===== src/core/tfs_cfg.svh =====
// Purpose: Offsets, field positions, reset values and timing of the test frame source
// Assumes: 100 MHz core clock, one frame byte per clock
// Notes:   Byte address of a register is four times its index
`ifndef TFS_CFG_SVH
`define TFS_CFG_SVH

`define TFS_IDX_CTRL      6'h1D
`define TFS_IDX_PAYLOAD   6'h1E
`define TFS_IDX_CRCCNT    6'h17

`define TFS_B_EN          15
`define TFS_B_RUN         14
`define TFS_B_DUR         13
`define TFS_B_LEN_HI      12
`define TFS_B_LEN_LO      11
`define TFS_B_GAP         10
`define TFS_B_DA_HI       9
`define TFS_B_DA_LO       6
`define TFS_B_SA_HI       5
`define TFS_B_SA_LO       2
`define TFS_B_TXER        1
`define TFS_B_BADFCS      0

`define TFS_RST_CTRL      16'h0040
`define TFS_RST_PAYLOAD   16'h0000

`define TFS_LEN_00        14'd125
`define TFS_LEN_01        14'd64
`define TFS_LEN_10        14'd1518
`define TFS_LEN_11        14'd10000

`define TFS_CLK_NS        10
`define TFS_GAP_SHORT_NS  96
`define TFS_GAP_LONG_NS   8192
`define TFS_GAP_SHORT_CYC ((`TFS_GAP_SHORT_NS + `TFS_CLK_NS - 1) / `TFS_CLK_NS)
`define TFS_GAP_LONG_CYC  ((`TFS_GAP_LONG_NS + `TFS_CLK_NS - 1) / `TFS_CLK_NS)
`define TFS_BURST_FRAMES  30000000

`define TFS_PREAMBLE      8'h55
`define TFS_SFD           8'hD5
`define TFS_FIFO_DEPTH    8

`endif


===== src/core/tfs_pkg.sv =====
// Purpose: Types shared by the test frame source files
// Assumes: Constants live in tfs_cfg.svh
// Notes:   None
package tfs_pkg;

	typedef enum logic [4:0] {
		GEN_IDLE = 5'b00001,
		GEN_PRE  = 5'b00010,
		GEN_DATA = 5'b00100,
		GEN_FCS  = 5'b01000,
		GEN_GAP  = 5'b10000
	} tfs_gen_e;

	typedef struct packed {
		logic        dur;
		logic [1:0]  len;
		logic        gap;
		logic [3:0]  da;
		logic [3:0]  sa;
		logic        txer;
		logic        badfcs;
		logic [15:0] payload;
	} tfs_cfg_s;

	typedef struct packed {
		logic [7:0] data;
		logic       er;
		logic       last;
	} tfs_byte_s;

	typedef struct packed {
		logic        en;
		logic        run;
		logic        run_seen;
		tfs_cfg_s    live;
		tfs_cfg_s    sh;
		tfs_gen_e    st;
		logic [13:0] idx;
		logic [9:0]  gap;
		logic [24:0] nfr;
		logic        streaming;
		logic [7:0]  crccnt;
		logic [31:0] prdata;
		logic        pready;
		logic        pslverr;
		logic [7:0]  txd;
		logic        tx_en;
		logic        tx_er;
	} tfs_state_s;

endpackage : tfs_pkg


===== src/core/tfs_fifo.sv =====
// Purpose: Small FIFO with valid/ready on both sides and a flush
// Assumes: Depth is a power of two
// Notes:   Storage words are registers; head word read straight from them
`timescale 1ns/1ns
module tfs_fifo #(
	parameter int W = 10,
	parameter int D = 8
) (
	input  wire logic         i_core_clk,
	input  wire logic         i_rst_n,
	input  wire logic         i_flush,
	input  wire logic         i_in_valid,
	input  wire logic [W-1:0] i_in_data,
	output logic              o_in_ready,
	output logic              o_out_valid,
	output logic [W-1:0]      o_out_data,
	input  wire logic         i_out_ready,
	output logic              o_full
);
	localparam int AW = $clog2(D);

	logic [W-1:0] mem [D];
	logic [AW-1:0] wr;
	logic [AW-1:0] rd;
	logic [AW:0]   cnt;
	logic          push;
	logic          pop;

	assign o_full      = (cnt == (AW+1)'(D));
	assign o_in_ready  = !o_full;
	assign o_out_valid = (cnt != '0);
	assign o_out_data  = mem[rd];
	assign push        = i_in_valid && o_in_ready;
	assign pop         = o_out_valid && i_out_ready;

	always_ff @(posedge i_core_clk) begin
		if (push) begin
			mem[wr] <= i_in_data;
		end
	end

	always_ff @(posedge i_core_clk or negedge i_rst_n) begin
		if (!i_rst_n) begin
			wr  <= '0;
			rd  <= '0;
			cnt <= '0;
		end else if (i_flush) begin
			wr  <= '0;
			rd  <= '0;
			cnt <= '0;
		end else begin
			if (push) begin
				wr <= wr + 1'b1;
			end
			if (pop) begin
				rd <= rd + 1'b1;
			end
			cnt <= cnt + (AW+1)'(push) - (AW+1)'(pop);
		end
	end

endmodule : tfs_fifo


===== src/core/tfs_crc32.sv =====
// Purpose: Byte-wide reflected CRC-32 accumulator for the frame check sequence
// Assumes: Data bytes enter least significant bit first
// Notes:   Register holds the raw remainder; complement gives the good FCS
`timescale 1ns/1ns
module tfs_crc32 (
	input  wire logic        i_core_clk,
	input  wire logic        i_rst_n,
	input  wire logic        i_init,
	input  wire logic        i_en,
	input  wire logic [7:0]  i_data,
	output logic      [31:0] o_crc
);
	function automatic logic [31:0] crc_step(input logic [31:0] c, input logic [7:0] d);
		logic [31:0] r;
		r = c;
		for (int i = 0; i < 8; i++) begin
			r = (r[0] ^ d[i]) ? ((r >> 1) ^ 32'hEDB88320) : (r >> 1);
		end
		return r;
	endfunction : crc_step

	always_ff @(posedge i_core_clk or negedge i_rst_n) begin
		if (!i_rst_n) begin
			o_crc <= 32'hFFFFFFFF;
		end else if (i_init) begin
			o_crc <= 32'hFFFFFFFF;
		end else if (i_en) begin
			o_crc <= crc_step(o_crc, i_data);
		end
	end

endmodule : tfs_crc32


===== src/core/tfs_top.sv =====
// Purpose: Test frame source: frame generator that can own the PHY transmit path
// Assumes: APB slave, one frame byte per core clock, MAC inputs synchronous
// Notes:   Generator feeds a FIFO; the drain side sends a frame once it is full
`timescale 1ns/1ns
`include "tfs_cfg.svh"
module tfs_top #(
	parameter int unsigned P_BURST_FRAMES = `TFS_BURST_FRAMES
) (
	input  wire logic        i_core_clk,
	input  wire logic        i_rst_n,
	input  wire logic [7:0]  i_paddr,
	input  wire logic        i_psel,
	input  wire logic        i_penable,
	input  wire logic        i_pwrite,
	input  wire logic [31:0] i_pwdata,
	output logic      [31:0] o_prdata,
	output logic             o_pready,
	output logic             o_pslverr,
	input  wire logic [7:0]  i_mac_txd,
	input  wire logic        i_mac_tx_en,
	input  wire logic        i_mac_tx_er,
	input  wire logic        i_rx_frame_done,
	input  wire logic        i_rx_crc_bad,
	output logic      [7:0]  o_phy_txd,
	output logic             o_phy_tx_en,
	output logic             o_phy_tx_er
);

	////////////////////////////////////////////////////////////////////////////////
	// Helpers

	localparam logic [9:0] GAP_SHORT = 10'(`TFS_GAP_SHORT_CYC);
	localparam logic [9:0] GAP_LONG  = 10'(`TFS_GAP_LONG_CYC);

	localparam logic [15:0] RST_CTRL = `TFS_RST_CTRL;
	// Reset settings as one constant, so the reset branch loads constants only
	localparam tfs_pkg::tfs_cfg_s CFG_RST = '{
		dur:     RST_CTRL[`TFS_B_DUR],
		len:     RST_CTRL[`TFS_B_LEN_HI:`TFS_B_LEN_LO],
		gap:     RST_CTRL[`TFS_B_GAP],
		da:      RST_CTRL[`TFS_B_DA_HI:`TFS_B_DA_LO],
		sa:      RST_CTRL[`TFS_B_SA_HI:`TFS_B_SA_LO],
		txer:    RST_CTRL[`TFS_B_TXER],
		badfcs:  RST_CTRL[`TFS_B_BADFCS],
		payload: `TFS_RST_PAYLOAD
	};

	// Idle cycles between frames, at one byte time per clock
	function automatic logic [9:0] gap_cycles(input logic long_gap);
		return long_gap ? GAP_LONG : GAP_SHORT;
	endfunction : gap_cycles

	function automatic logic [13:0] frame_len(input logic [1:0] code);
		case (code)
			2'b00:   return `TFS_LEN_00;
			2'b01:   return `TFS_LEN_01;
			2'b10:   return `TFS_LEN_10;
			default: return `TFS_LEN_11;
		endcase
	endfunction : frame_len

	function automatic logic [7:0] body_byte(input tfs_pkg::tfs_cfg_s c, input logic [13:0] i);
		logic [13:0] p;
		p = i - 14'd12;
		if (i == 14'd0) begin
			return {4'hF, c.da};
		end else if (i == 14'd6) begin
			return {4'hF, c.sa};
		end else if (i < 14'd12) begin
			return 8'hFF;
		end else begin
			return p[0] ? c.payload[7:0] : c.payload[15:8];
		end
	endfunction : body_byte

	function automatic logic apb_addr_is(input logic [7:0] a, input logic [5:0] idx);
		return a == {idx, 2'b00};
	endfunction : apb_addr_is

	function automatic tfs_pkg::tfs_cfg_s cfg_from(input logic [15:0] w, input logic [15:0] p);
		tfs_pkg::tfs_cfg_s c;
		c.dur     = w[`TFS_B_DUR];
		c.len     = w[`TFS_B_LEN_HI:`TFS_B_LEN_LO];
		c.gap     = w[`TFS_B_GAP];
		c.da      = w[`TFS_B_DA_HI:`TFS_B_DA_LO];
		c.sa      = w[`TFS_B_SA_HI:`TFS_B_SA_LO];
		c.txer    = w[`TFS_B_TXER];
		c.badfcs  = w[`TFS_B_BADFCS];
		c.payload = p;
		return c;
	endfunction : cfg_from

	////////////////////////////////////////////////////////////////////////////////
	// State and sub-blocks

	tfs_pkg::tfs_state_s s;
	tfs_pkg::tfs_state_s next_s;

	tfs_pkg::tfs_byte_s gen_byte;
	tfs_pkg::tfs_byte_s head;
	logic               gen_valid;
	logic               gen_ready;
	logic               push;
	logic               head_valid;
	logic               drain;
	logic               fifo_full;
	logic               flush;
	logic               crc_init;
	logic               crc_en;
	logic [31:0]        crc;
	logic [31:0]        fcs;
	logic [15:0]        ctrl_word;
	logic               setup;
	logic               access;
	logic [7:0]         crc_left;

	tfs_fifo #(
		.W ($bits(tfs_pkg::tfs_byte_s)),
		.D (`TFS_FIFO_DEPTH)
	) u_fifo (
		.i_core_clk  (i_core_clk),
		.i_rst_n     (i_rst_n),
		.i_flush     (flush),
		.i_in_valid  (gen_valid),
		.i_in_data   (gen_byte),
		.o_in_ready  (gen_ready),
		.o_out_valid (head_valid),
		.o_out_data  (head),
		.i_out_ready (drain),
		.o_full      (fifo_full)
	);

	tfs_crc32 u_crc (
		.i_core_clk (i_core_clk),
		.i_rst_n    (i_rst_n),
		.i_init     (crc_init),
		.i_en       (crc_en),
		.i_data     (gen_byte.data),
		.o_crc      (crc)
	);

	assign push = gen_valid && gen_ready;
	assign fcs  = s.sh.badfcs ? crc : ~crc;

	assign ctrl_word = {s.en, s.run, s.live.dur, s.live.len, s.live.gap, s.live.da,
		s.live.sa, s.live.txer, s.live.badfcs};
	assign setup     = i_psel && !i_penable;
	assign access    = i_psel && i_penable && s.pready;

	////////////////////////////////////////////////////////////////////////////////
	// Next state

	always_comb begin
		next_s    = s;
		gen_valid = 1'b0;
		gen_byte  = '0;
		crc_init  = 1'b0;
		crc_en    = 1'b0;
		flush     = 1'b0;
		drain     = 1'b0;
		crc_left  = '0;

		// Settings are copied only on a fresh start of a run
		// Latched between frames only, so a quick re-arm cannot alter a frame in flight
		if (s.en && s.run && !s.run_seen && s.st == tfs_pkg::GEN_IDLE) begin
			next_s.sh       = s.live;
			next_s.run_seen = 1'b1;
			next_s.nfr      = '0;
		end
		if (!s.run || !s.en) begin
			next_s.run_seen = 1'b0;
		end

		gen_byte.er = s.sh.txer;
		case (s.st)
			tfs_pkg::GEN_IDLE: begin
				if (s.en && s.run && s.run_seen) begin
					next_s.st  = tfs_pkg::GEN_PRE;
					next_s.idx = '0;
					crc_init   = 1'b1;
				end
			end
			tfs_pkg::GEN_PRE: begin
				gen_valid     = 1'b1;
				gen_byte.data = (s.idx == 14'd7) ? `TFS_SFD : `TFS_PREAMBLE;
				if (push) begin
					next_s.idx = s.idx + 14'd1;
					if (s.idx == 14'd7) begin
						next_s.st  = tfs_pkg::GEN_DATA;
						next_s.idx = '0;
					end
				end
			end
			tfs_pkg::GEN_DATA: begin
				gen_valid     = 1'b1;
				gen_byte.data = body_byte(s.sh, s.idx);
				crc_en        = push;
				if (push) begin
					next_s.idx = s.idx + 14'd1;
					if (s.idx == frame_len(s.sh.len) - 14'd5) begin
						next_s.st  = tfs_pkg::GEN_FCS;
						next_s.idx = '0;
					end
				end
			end
			tfs_pkg::GEN_FCS: begin
				gen_valid     = 1'b1;
				gen_byte.data = fcs[{s.idx[1:0], 3'b000} +: 8];
				gen_byte.last = (s.idx[1:0] == 2'd3);
				if (push) begin
					next_s.idx = s.idx + 14'd1;
					if (s.idx[1:0] == 2'd3) begin
						next_s.st  = tfs_pkg::GEN_GAP;
						next_s.gap = gap_cycles(s.sh.gap);
						next_s.nfr = s.nfr + 25'd1;
						if (!s.sh.dur && (s.nfr == 25'(P_BURST_FRAMES - 1))) begin
							next_s.run = 1'b0;
						end
					end
				end
			end
			tfs_pkg::GEN_GAP: begin
				next_s.gap = s.gap - 10'd1;
				if (s.gap <= 10'd1) begin
					// Idle re-checks run, so a cleared run ends here, never mid-frame
					next_s.st = tfs_pkg::GEN_IDLE;
				end
			end
			default: begin
				next_s.st = tfs_pkg::GEN_IDLE;
			end
		endcase

		// Drain waits for a full FIFO so the frame leaves without holes
		if (!s.streaming) begin
			if (fifo_full) begin
				next_s.streaming = 1'b1;
			end
		end else begin
			drain = 1'b1;
			if (head_valid && head.last) begin
				next_s.streaming = 1'b0;
			end
		end

		if (s.en) begin
			next_s.txd   = (s.streaming && head_valid) ? head.data : 8'h00;
			next_s.tx_en = s.streaming && head_valid;
			next_s.tx_er = s.streaming && head_valid && head.er;
		end else begin
			next_s.txd   = i_mac_txd;
			next_s.tx_en = i_mac_tx_en;
			next_s.tx_er = i_mac_tx_er;
		end

		// Disable aborts at once: the generator must leave no trace on the line
		if (!s.en) begin
			next_s.st        = tfs_pkg::GEN_IDLE;
			next_s.streaming = 1'b0;
			flush            = 1'b1;
		end

		// Received CRC-error counter; a read removes only what it returned
		if (access && !i_pwrite && apb_addr_is(i_paddr, `TFS_IDX_CRCCNT)) begin
			crc_left = s.crccnt - s.prdata[7:0];
		end else begin
			crc_left = s.crccnt;
		end
		next_s.crccnt = crc_left;
		if (s.en && i_rx_frame_done && i_rx_crc_bad && crc_left != 8'hFF) begin
			next_s.crccnt = crc_left + 8'd1;
		end

		// APB: no wait states, answer registered in the setup cycle
		next_s.pready  = setup;
		next_s.pslverr = 1'b0;
		if (setup) begin
			next_s.prdata = 32'h00000000;
			if (apb_addr_is(i_paddr, `TFS_IDX_CTRL)) begin
				next_s.prdata = {16'h0000, ctrl_word};
			end else if (apb_addr_is(i_paddr, `TFS_IDX_PAYLOAD)) begin
				next_s.prdata = {16'h0000, s.live.payload};
			end else if (apb_addr_is(i_paddr, `TFS_IDX_CRCCNT)) begin
				next_s.prdata = {24'h000000, s.crccnt};
			end else begin
				next_s.pslverr = 1'b1;
			end
		end
		// Unmapped writes and writes to the read-only counter are dropped
		if (access && i_pwrite) begin
			if (apb_addr_is(i_paddr, `TFS_IDX_CTRL)) begin
				next_s.en   = i_pwdata[`TFS_B_EN];
				next_s.run  = i_pwdata[`TFS_B_RUN];
				next_s.live = cfg_from(i_pwdata[15:0], s.live.payload);
			end else if (apb_addr_is(i_paddr, `TFS_IDX_PAYLOAD)) begin
				next_s.live.payload = i_pwdata[15:0];
			end
		end
	end

	////////////////////////////////////////////////////////////////////////////////
	// Registers

	always_ff @(posedge i_core_clk or negedge i_rst_n) begin
		if (!i_rst_n) begin
			s      <= '0;
			s.st   <= tfs_pkg::GEN_IDLE;
			s.live <= CFG_RST;
			s.sh   <= CFG_RST;
		end else begin
			s <= next_s;
		end
	end

	assign o_prdata    = s.prdata;
	assign o_pready    = s.pready;
	assign o_pslverr   = s.pslverr;
	assign o_phy_txd   = s.txd;
	assign o_phy_tx_en = s.tx_en;
	assign o_phy_tx_er = s.tx_er;

endmodule : tfs_top


===== config.mk =====
export PLATFORM = sky130hd
export DESIGN_NAME = tfs_top
export DESIGN_NICKNAME = d
export VERILOG_FILES = /design/src/core/tfs_pkg.sv /design/src/core/tfs_fifo.sv /design/src/core/tfs_crc32.sv /design/src/core/tfs_top.sv
export VERILOG_INCLUDE_DIRS = /design/src /design/src/core
export SDC_FILE = /design/constraint.sdc
export NUM_CORES = 1
export LEC_CHECK = 0
export BUFFER_PORTS_ARGS = -buffer_cell sky130_fd_sc_hd__buf_2
export CORE_ASPECT_RATIO = 0.7
export CORE_UTILIZATION = 61
export CTS_CLUSTER_SIZE = 10
export DETAILED_ROUTE_END_ITERATION = 10
export HOLD_SLACK_MARGIN = 0.03
export PLACE_DENSITY = 0.81
export RECOVER_POWER = 25
export SKIP_CTS_REPAIR_TIMING = 1
export SYNTH_ARGS = -nofsm -noshare
export SYNTH_HDL_FRONTEND = slang
export SYNTH_SLANG_ARGS = --single-unit

===== constraint.sdc =====
create_clock -name i_core_clk -period 4.15 [get_ports i_core_clk]
set_input_delay 0.2075 -clock i_core_clk [delete_from_list [all_inputs] [get_ports i_core_clk]]
set_output_delay 0.2075 -clock i_core_clk [all_outputs]
set_load 0.03 [all_outputs]

Yosys cells after proc, flatten, opt, wreduce, memory -nomap -nowiden
Memories as Yosys holds them, arrays and structs flattened.
Cells that the tools add are included.
Word-level totals
  flip-flop bits (word level): 212
  memory bits (writable): 80
  output and inout bits: 44
  memories: 1
Cells by class
  add/subtract/negate cells: 11
  order comparisons: 2
  eq/ne operators: 32
  shifts and indexed selects: 1
  muxes and demuxes: 72
  bitwise gates (word level): 18
  reduce and logical (&&, ||, !) cells: 40
Memories
  u_fifo.mem: depth 8, bits a word 10, rd ports 1, clocked after memory_dff 0, wr ports 1, line tfs_fifo.sv:22  | logic [W-1:0] mem [D];
Operators by type and width (number)
  $mux 32: 11
  $not 13->14: 8
  $mux 19: 5
  $mux 8: 9
  $pmux 14 s4: 1
  $mux 54: 1
  $mux 25: 2
  $pmux 14 s3: 1
  $mux 35: 1
  $mux 16: 2
  $not 32->32: 1
  $shiftx 32x6->8: 1
  $eq 14x3->1 const B: 2
  $mux 14: 2
  $add 25x1->25 const B: 1
  $eq 25x25->1 const B: 1
  $pmux 5 s5: 1
  $eq 8x7->1 const B: 3
  $mux 1: 24
  $pmux 8 s3: 1
  $mux 10: 2
  $pmux 10 s2: 1
  $logic_and 1x1->1: 19
  $mux 5: 3
  40 further kinds: 73

Depth between registers and ports, before layout
  depth in word-level cells: 24
  depth in mapped cells: 14

Cells and area by module
A second synthesis with hierarchy kept.
Unflattened totals
  cell total of the unflattened synthesis: 1244
  area total of the unflattened synthesis: 14431.3 um2
By module, submodules not included
  tfs_top: instances 1, cells an instance 863, area each 8640.8 um2, sequential area each 3857.4 um2
  tfs_fifo: instances 1, cells an instance 191, area each 3728.6 um2, sequential area each 2652.5 um2
  tfs_crc32: instances 1, cells an instance 190, area each 2062.0 um2, sequential area each 840.8 um2

Least setup slack after synthesis
No wires, ideal clock.
  path type: reg-to-reg
  start point: reg s[88] (netlist name)
  end point: reg u_crc.o_crc[19]
  library setup time: 0.080 ns
  data arrival time: 3.184 ns
  data required time: 4.070 ns
  path slack: 0.887 ns
  stages on the path, launching flop included: 15
  buffers on the path: 2
  clock period less this slack: 3.263 ns
  cells stage by stage: dfrtp_1 buf_4 buf_4 inv_1 ha_1 nor3b_1 and4_1 a211o_1 o21ai_4 xor2_4 xnor2_2 xnor2_4 xor2_2 xnor2_1 o22a_1
RTL lines
  from (decl): line tfs_top.sv:96  | tfs_pkg::tfs_state_s s;
  from (signal assigned): line tfs_top.sv:311  | s <= next_s;
  to (signal assigned): line tfs_crc32.sv:28  | o_crc <= crc_step(o_crc, i_data);
  to (decl): line tfs_crc32.sv:11  | output logic [31:0] o_crc

==> impl_metrics.toml <==
[floorplan]
start_util_pct = 63.5
die_area_um2 = 23600
coreArea_um2 = 22100
io_pins = 101
dieHeight_um = 129
dieWidth_um = 183
rows = 45

[cts]
numCtsBuffers = 31
cts_tree = "yes"
clk_pin_slew_ns = 0.06
root_buffer = "clkbuf_16"
clockBufferDepth = 3
htree_levels = 1
cts.sinks = 276
clk_latency_ns = 0.56

[sta]
whs_ns = 0.142
final_hold_viol_count = 0
finClkSkew_ns = 0.0165
worstMarginPinSlew_ns = 3.00
fmax_ghz = 0.277
fin_ws_ns = 0.544
finalSetupTns_ns = 0
drv_slew = 148
rsz0062_at_grt = "no"
relSlewSlack_pct = -100
post-route-period-util_pct = 86.9
min_period_ns = 3.61
setup-violations-final = 0

[synthesis]
ys_seq_elements = 276
synthTopCellsByArea = "dfrtp_1 29%, edfxtp_1 17%, dfstp_2 6.6%, nand2_1 4.7%, mux4_2 4.5%"
synth_edf_count = 80
synth.top_cell.area_share_pct = 28.8
avgSynthCellArea_um2 = 11.3
synth_commonest_cells = "174 x nand2_1, 161 x dfrtp_1, 91 x nor2_1"
ys_types = 78
yosysTopAreaCell = "dfrtp_1"
netlist_area_um2 = 14000
ys_warn_count = 0
netlist_instances = 1243
synth_most_common_cell = "nand2_1"
synth-async-reset-ratio_pct = 71.0
seq_area_frac_synth_pct = 52.5
synth_ff_type = "dfrtp_1"

[drt]
routed_wl_um = 31400
vias = 9826
drtIter0Drc = 1004
wl_per_cell_um = 19.0
drc = 0
first_pass_iters = 6
detail-route-antenna-nets = 0
viasPerCell = 5.93

[setup_path]
critPathRequiredTime_ns = 4.64
worstSetupStartpointType = "flop"
slowest_delay_ns = 0.58
r2r_setup_slack_ns = 0.54
endpoint_kind = "flop"
crit_arrival_ns = 4.09
crit_path_frequent_cell = "xor2_1"
timing.rr.start = "s[88]"
path_cells = "buf_4, mux4_2, xnor2_1, a211o_1, xor2_1, xnor2_2, xnor2_4, xor2_2, xor2_1, a21oi_1"
cp_max_fo = 9
r2r_end = "u_crc.o_crc[26]"
r2r_cells = 10
cp_slowest_cell = "dfrtp_1"
crit_type = "reg2reg"

[power_and_ir_drop]
seqPwrFrac_pct = 49.5
p_leak_nw = 6.56
clkPwrFrac_pct = 42.3
p_comb_share_pct = 8.2
power.switching_mw = 1.34
power_mw = 5.82
vdd_drop_max_mv = 0.317
switching_share_pct = 23.0
power.density_nw_per_um2 = 370
power.internal_mw = 4.48

[placed_design]
post_dp_cell_area_um2 = 14600
port_buffers = 68
place.gp.congestion = 0.907
dp_hpwl_um = 20300
pre_cts_ws_ns = 0.579

[cells_and_area]
finalNetCount = 1412
drive_gt1_share_pct = 18.9
diodes = 0
area_delta_synth_final_pct = 12.3
fin_area_um2 = 15700

[global_routing]
antenna_found_initial = 0
first_global_vias = 9414
grt_max_degree = 116
grt_pass1_wl_um = 50100
grt_use_total_pct = 27.1
gr-total-overflow = 0

[min_path]
hold_depth = 4
hp-start = "i_rx_crc_bad"
hp-class = "in2reg"
hold_end = "s[44]"

[status]
status = "complete, but fails checks"
failed_checks = "max-capacitance violations, max-slew violations"

[flow_run]
maxCapViolCount = 2
-- power by group through the flow --
stage	Combinational (mW)	Sequential (mW)	Clock [mW]
after global placement	0.444	2.93	0
after floorplan	0.340	2.93	0
after detailed placement	0.456	2.93	0
after CTS	0.459	2.88	2.50
after global routing	0.520	2.89	2.61
final	0.477	2.88	2.46
-- worst max-delay path by stage --
| stage | startpoint | slack [ns] | endpoint | depth (start not counted) |
|---|---|---|---|---|
| finish | s[88] | 0.54 | u_crc.o_crc[26] | 10 |
| global route | s[88] | 0.33 | u_crc.o_crc[22] | 9 |
| global placement | s[88] | 0.68 | u_crc.o_crc[26] | 10 |
| detailed placement | s[88] | 0.58 | u_crc.o_crc[26] | 10 |
| floorplan | s[88] | 0.89 | u_crc.o_crc[19] | 14 |
| CTS | s[88] | 0.56 | u_crc.o_crc[26] | 10 |
-- flip-flops by register name (all words and copies together) (netlist names) --
name / cells
o_pready: 1
o_phy_txd: 8
o_phy_tx_er: 1
o_pslverr: 1
u_fifo.mem: 80
u_fifo.cnt: 4
s: 109
o_prdata: 16
ctrl_word: 16
u_fifo.wr: 3
u_crc.o_crc: 32
gen_byte: 1
o_phy_tx_en: 1
u_fifo.rd: 3
-- through the flow --
step                std cells  util (%)
floorplan                1258         -
global placement         1572      66.1
detailed placement       1572      66.1
CTS                      1630      70.2
global route             1657      71.3
finish                   1657      71.3
-- layout make-up --
type                            count  area (µm²)
Multi-Input combinational cell    851        6090
Inverter                           39         146
Clock inverter                      1        20.0
Clock buffer                       57         883
Timing Repair Buffer              128         858
Tap cell                          305         382
Fill cell                        1488        6340
Sequential cell                   276        7350
-- cells by family after synthesis --
logic type / share of synthesized area, %
and+or+nand+nor: 14.4
DFF: 52.5
AOI/OAI and AO/OA: 8.48
buffers and inverters: 4.64
xor gates and xnor gates: 8.15
muxes: 9.17
adders and majority gates: 2.61
other: 0.0268
-- placed cells by master, fill, tap and decap left out, drive strengths merged, types with 35 or more instances in the layout --
| master | instances |
|---|---|
| dfstp | 35 |
| mux2 | 35 |
| a21oi | 44 |
| dfrtp | 161 |
| inv | 40 |
| o21ai | 56 |
| xnor2 | 66 |
| nor2 | 91 |
| xor2 | 49 |
| nand3 | 39 |
| edfxtp | 80 |
| nand2 | 174 |
| buf | 92 |
| clkbuf | 66 |
-- metal layers --
metal / share of wire [%] / vias to the layer above / wire, µm / GRT usage (%)
met5: 0 / - / 0 / 0
met4: 1.5 / 0 / 472 / 5.59
met3: 7.6 / 50 / 2400 / 3.96
met2: 47 / 436 / 14900 / 43.8
met1: 44 / 4824 / 13700 / 39.7
li1: - / 4516 / - / -
-- worst max-delay path, delay by kind of cell (launching register included) --
family	cells	cell delay [ns]
XOR/XNOR	6	1.58
multiplexers	1	0.51
buffers and inverters	1	0.24
flip-flops	1	0.58
AO/OA/AOI/OAI	2	0.63
Note: power is estimated with default switching activity, not from simulation.
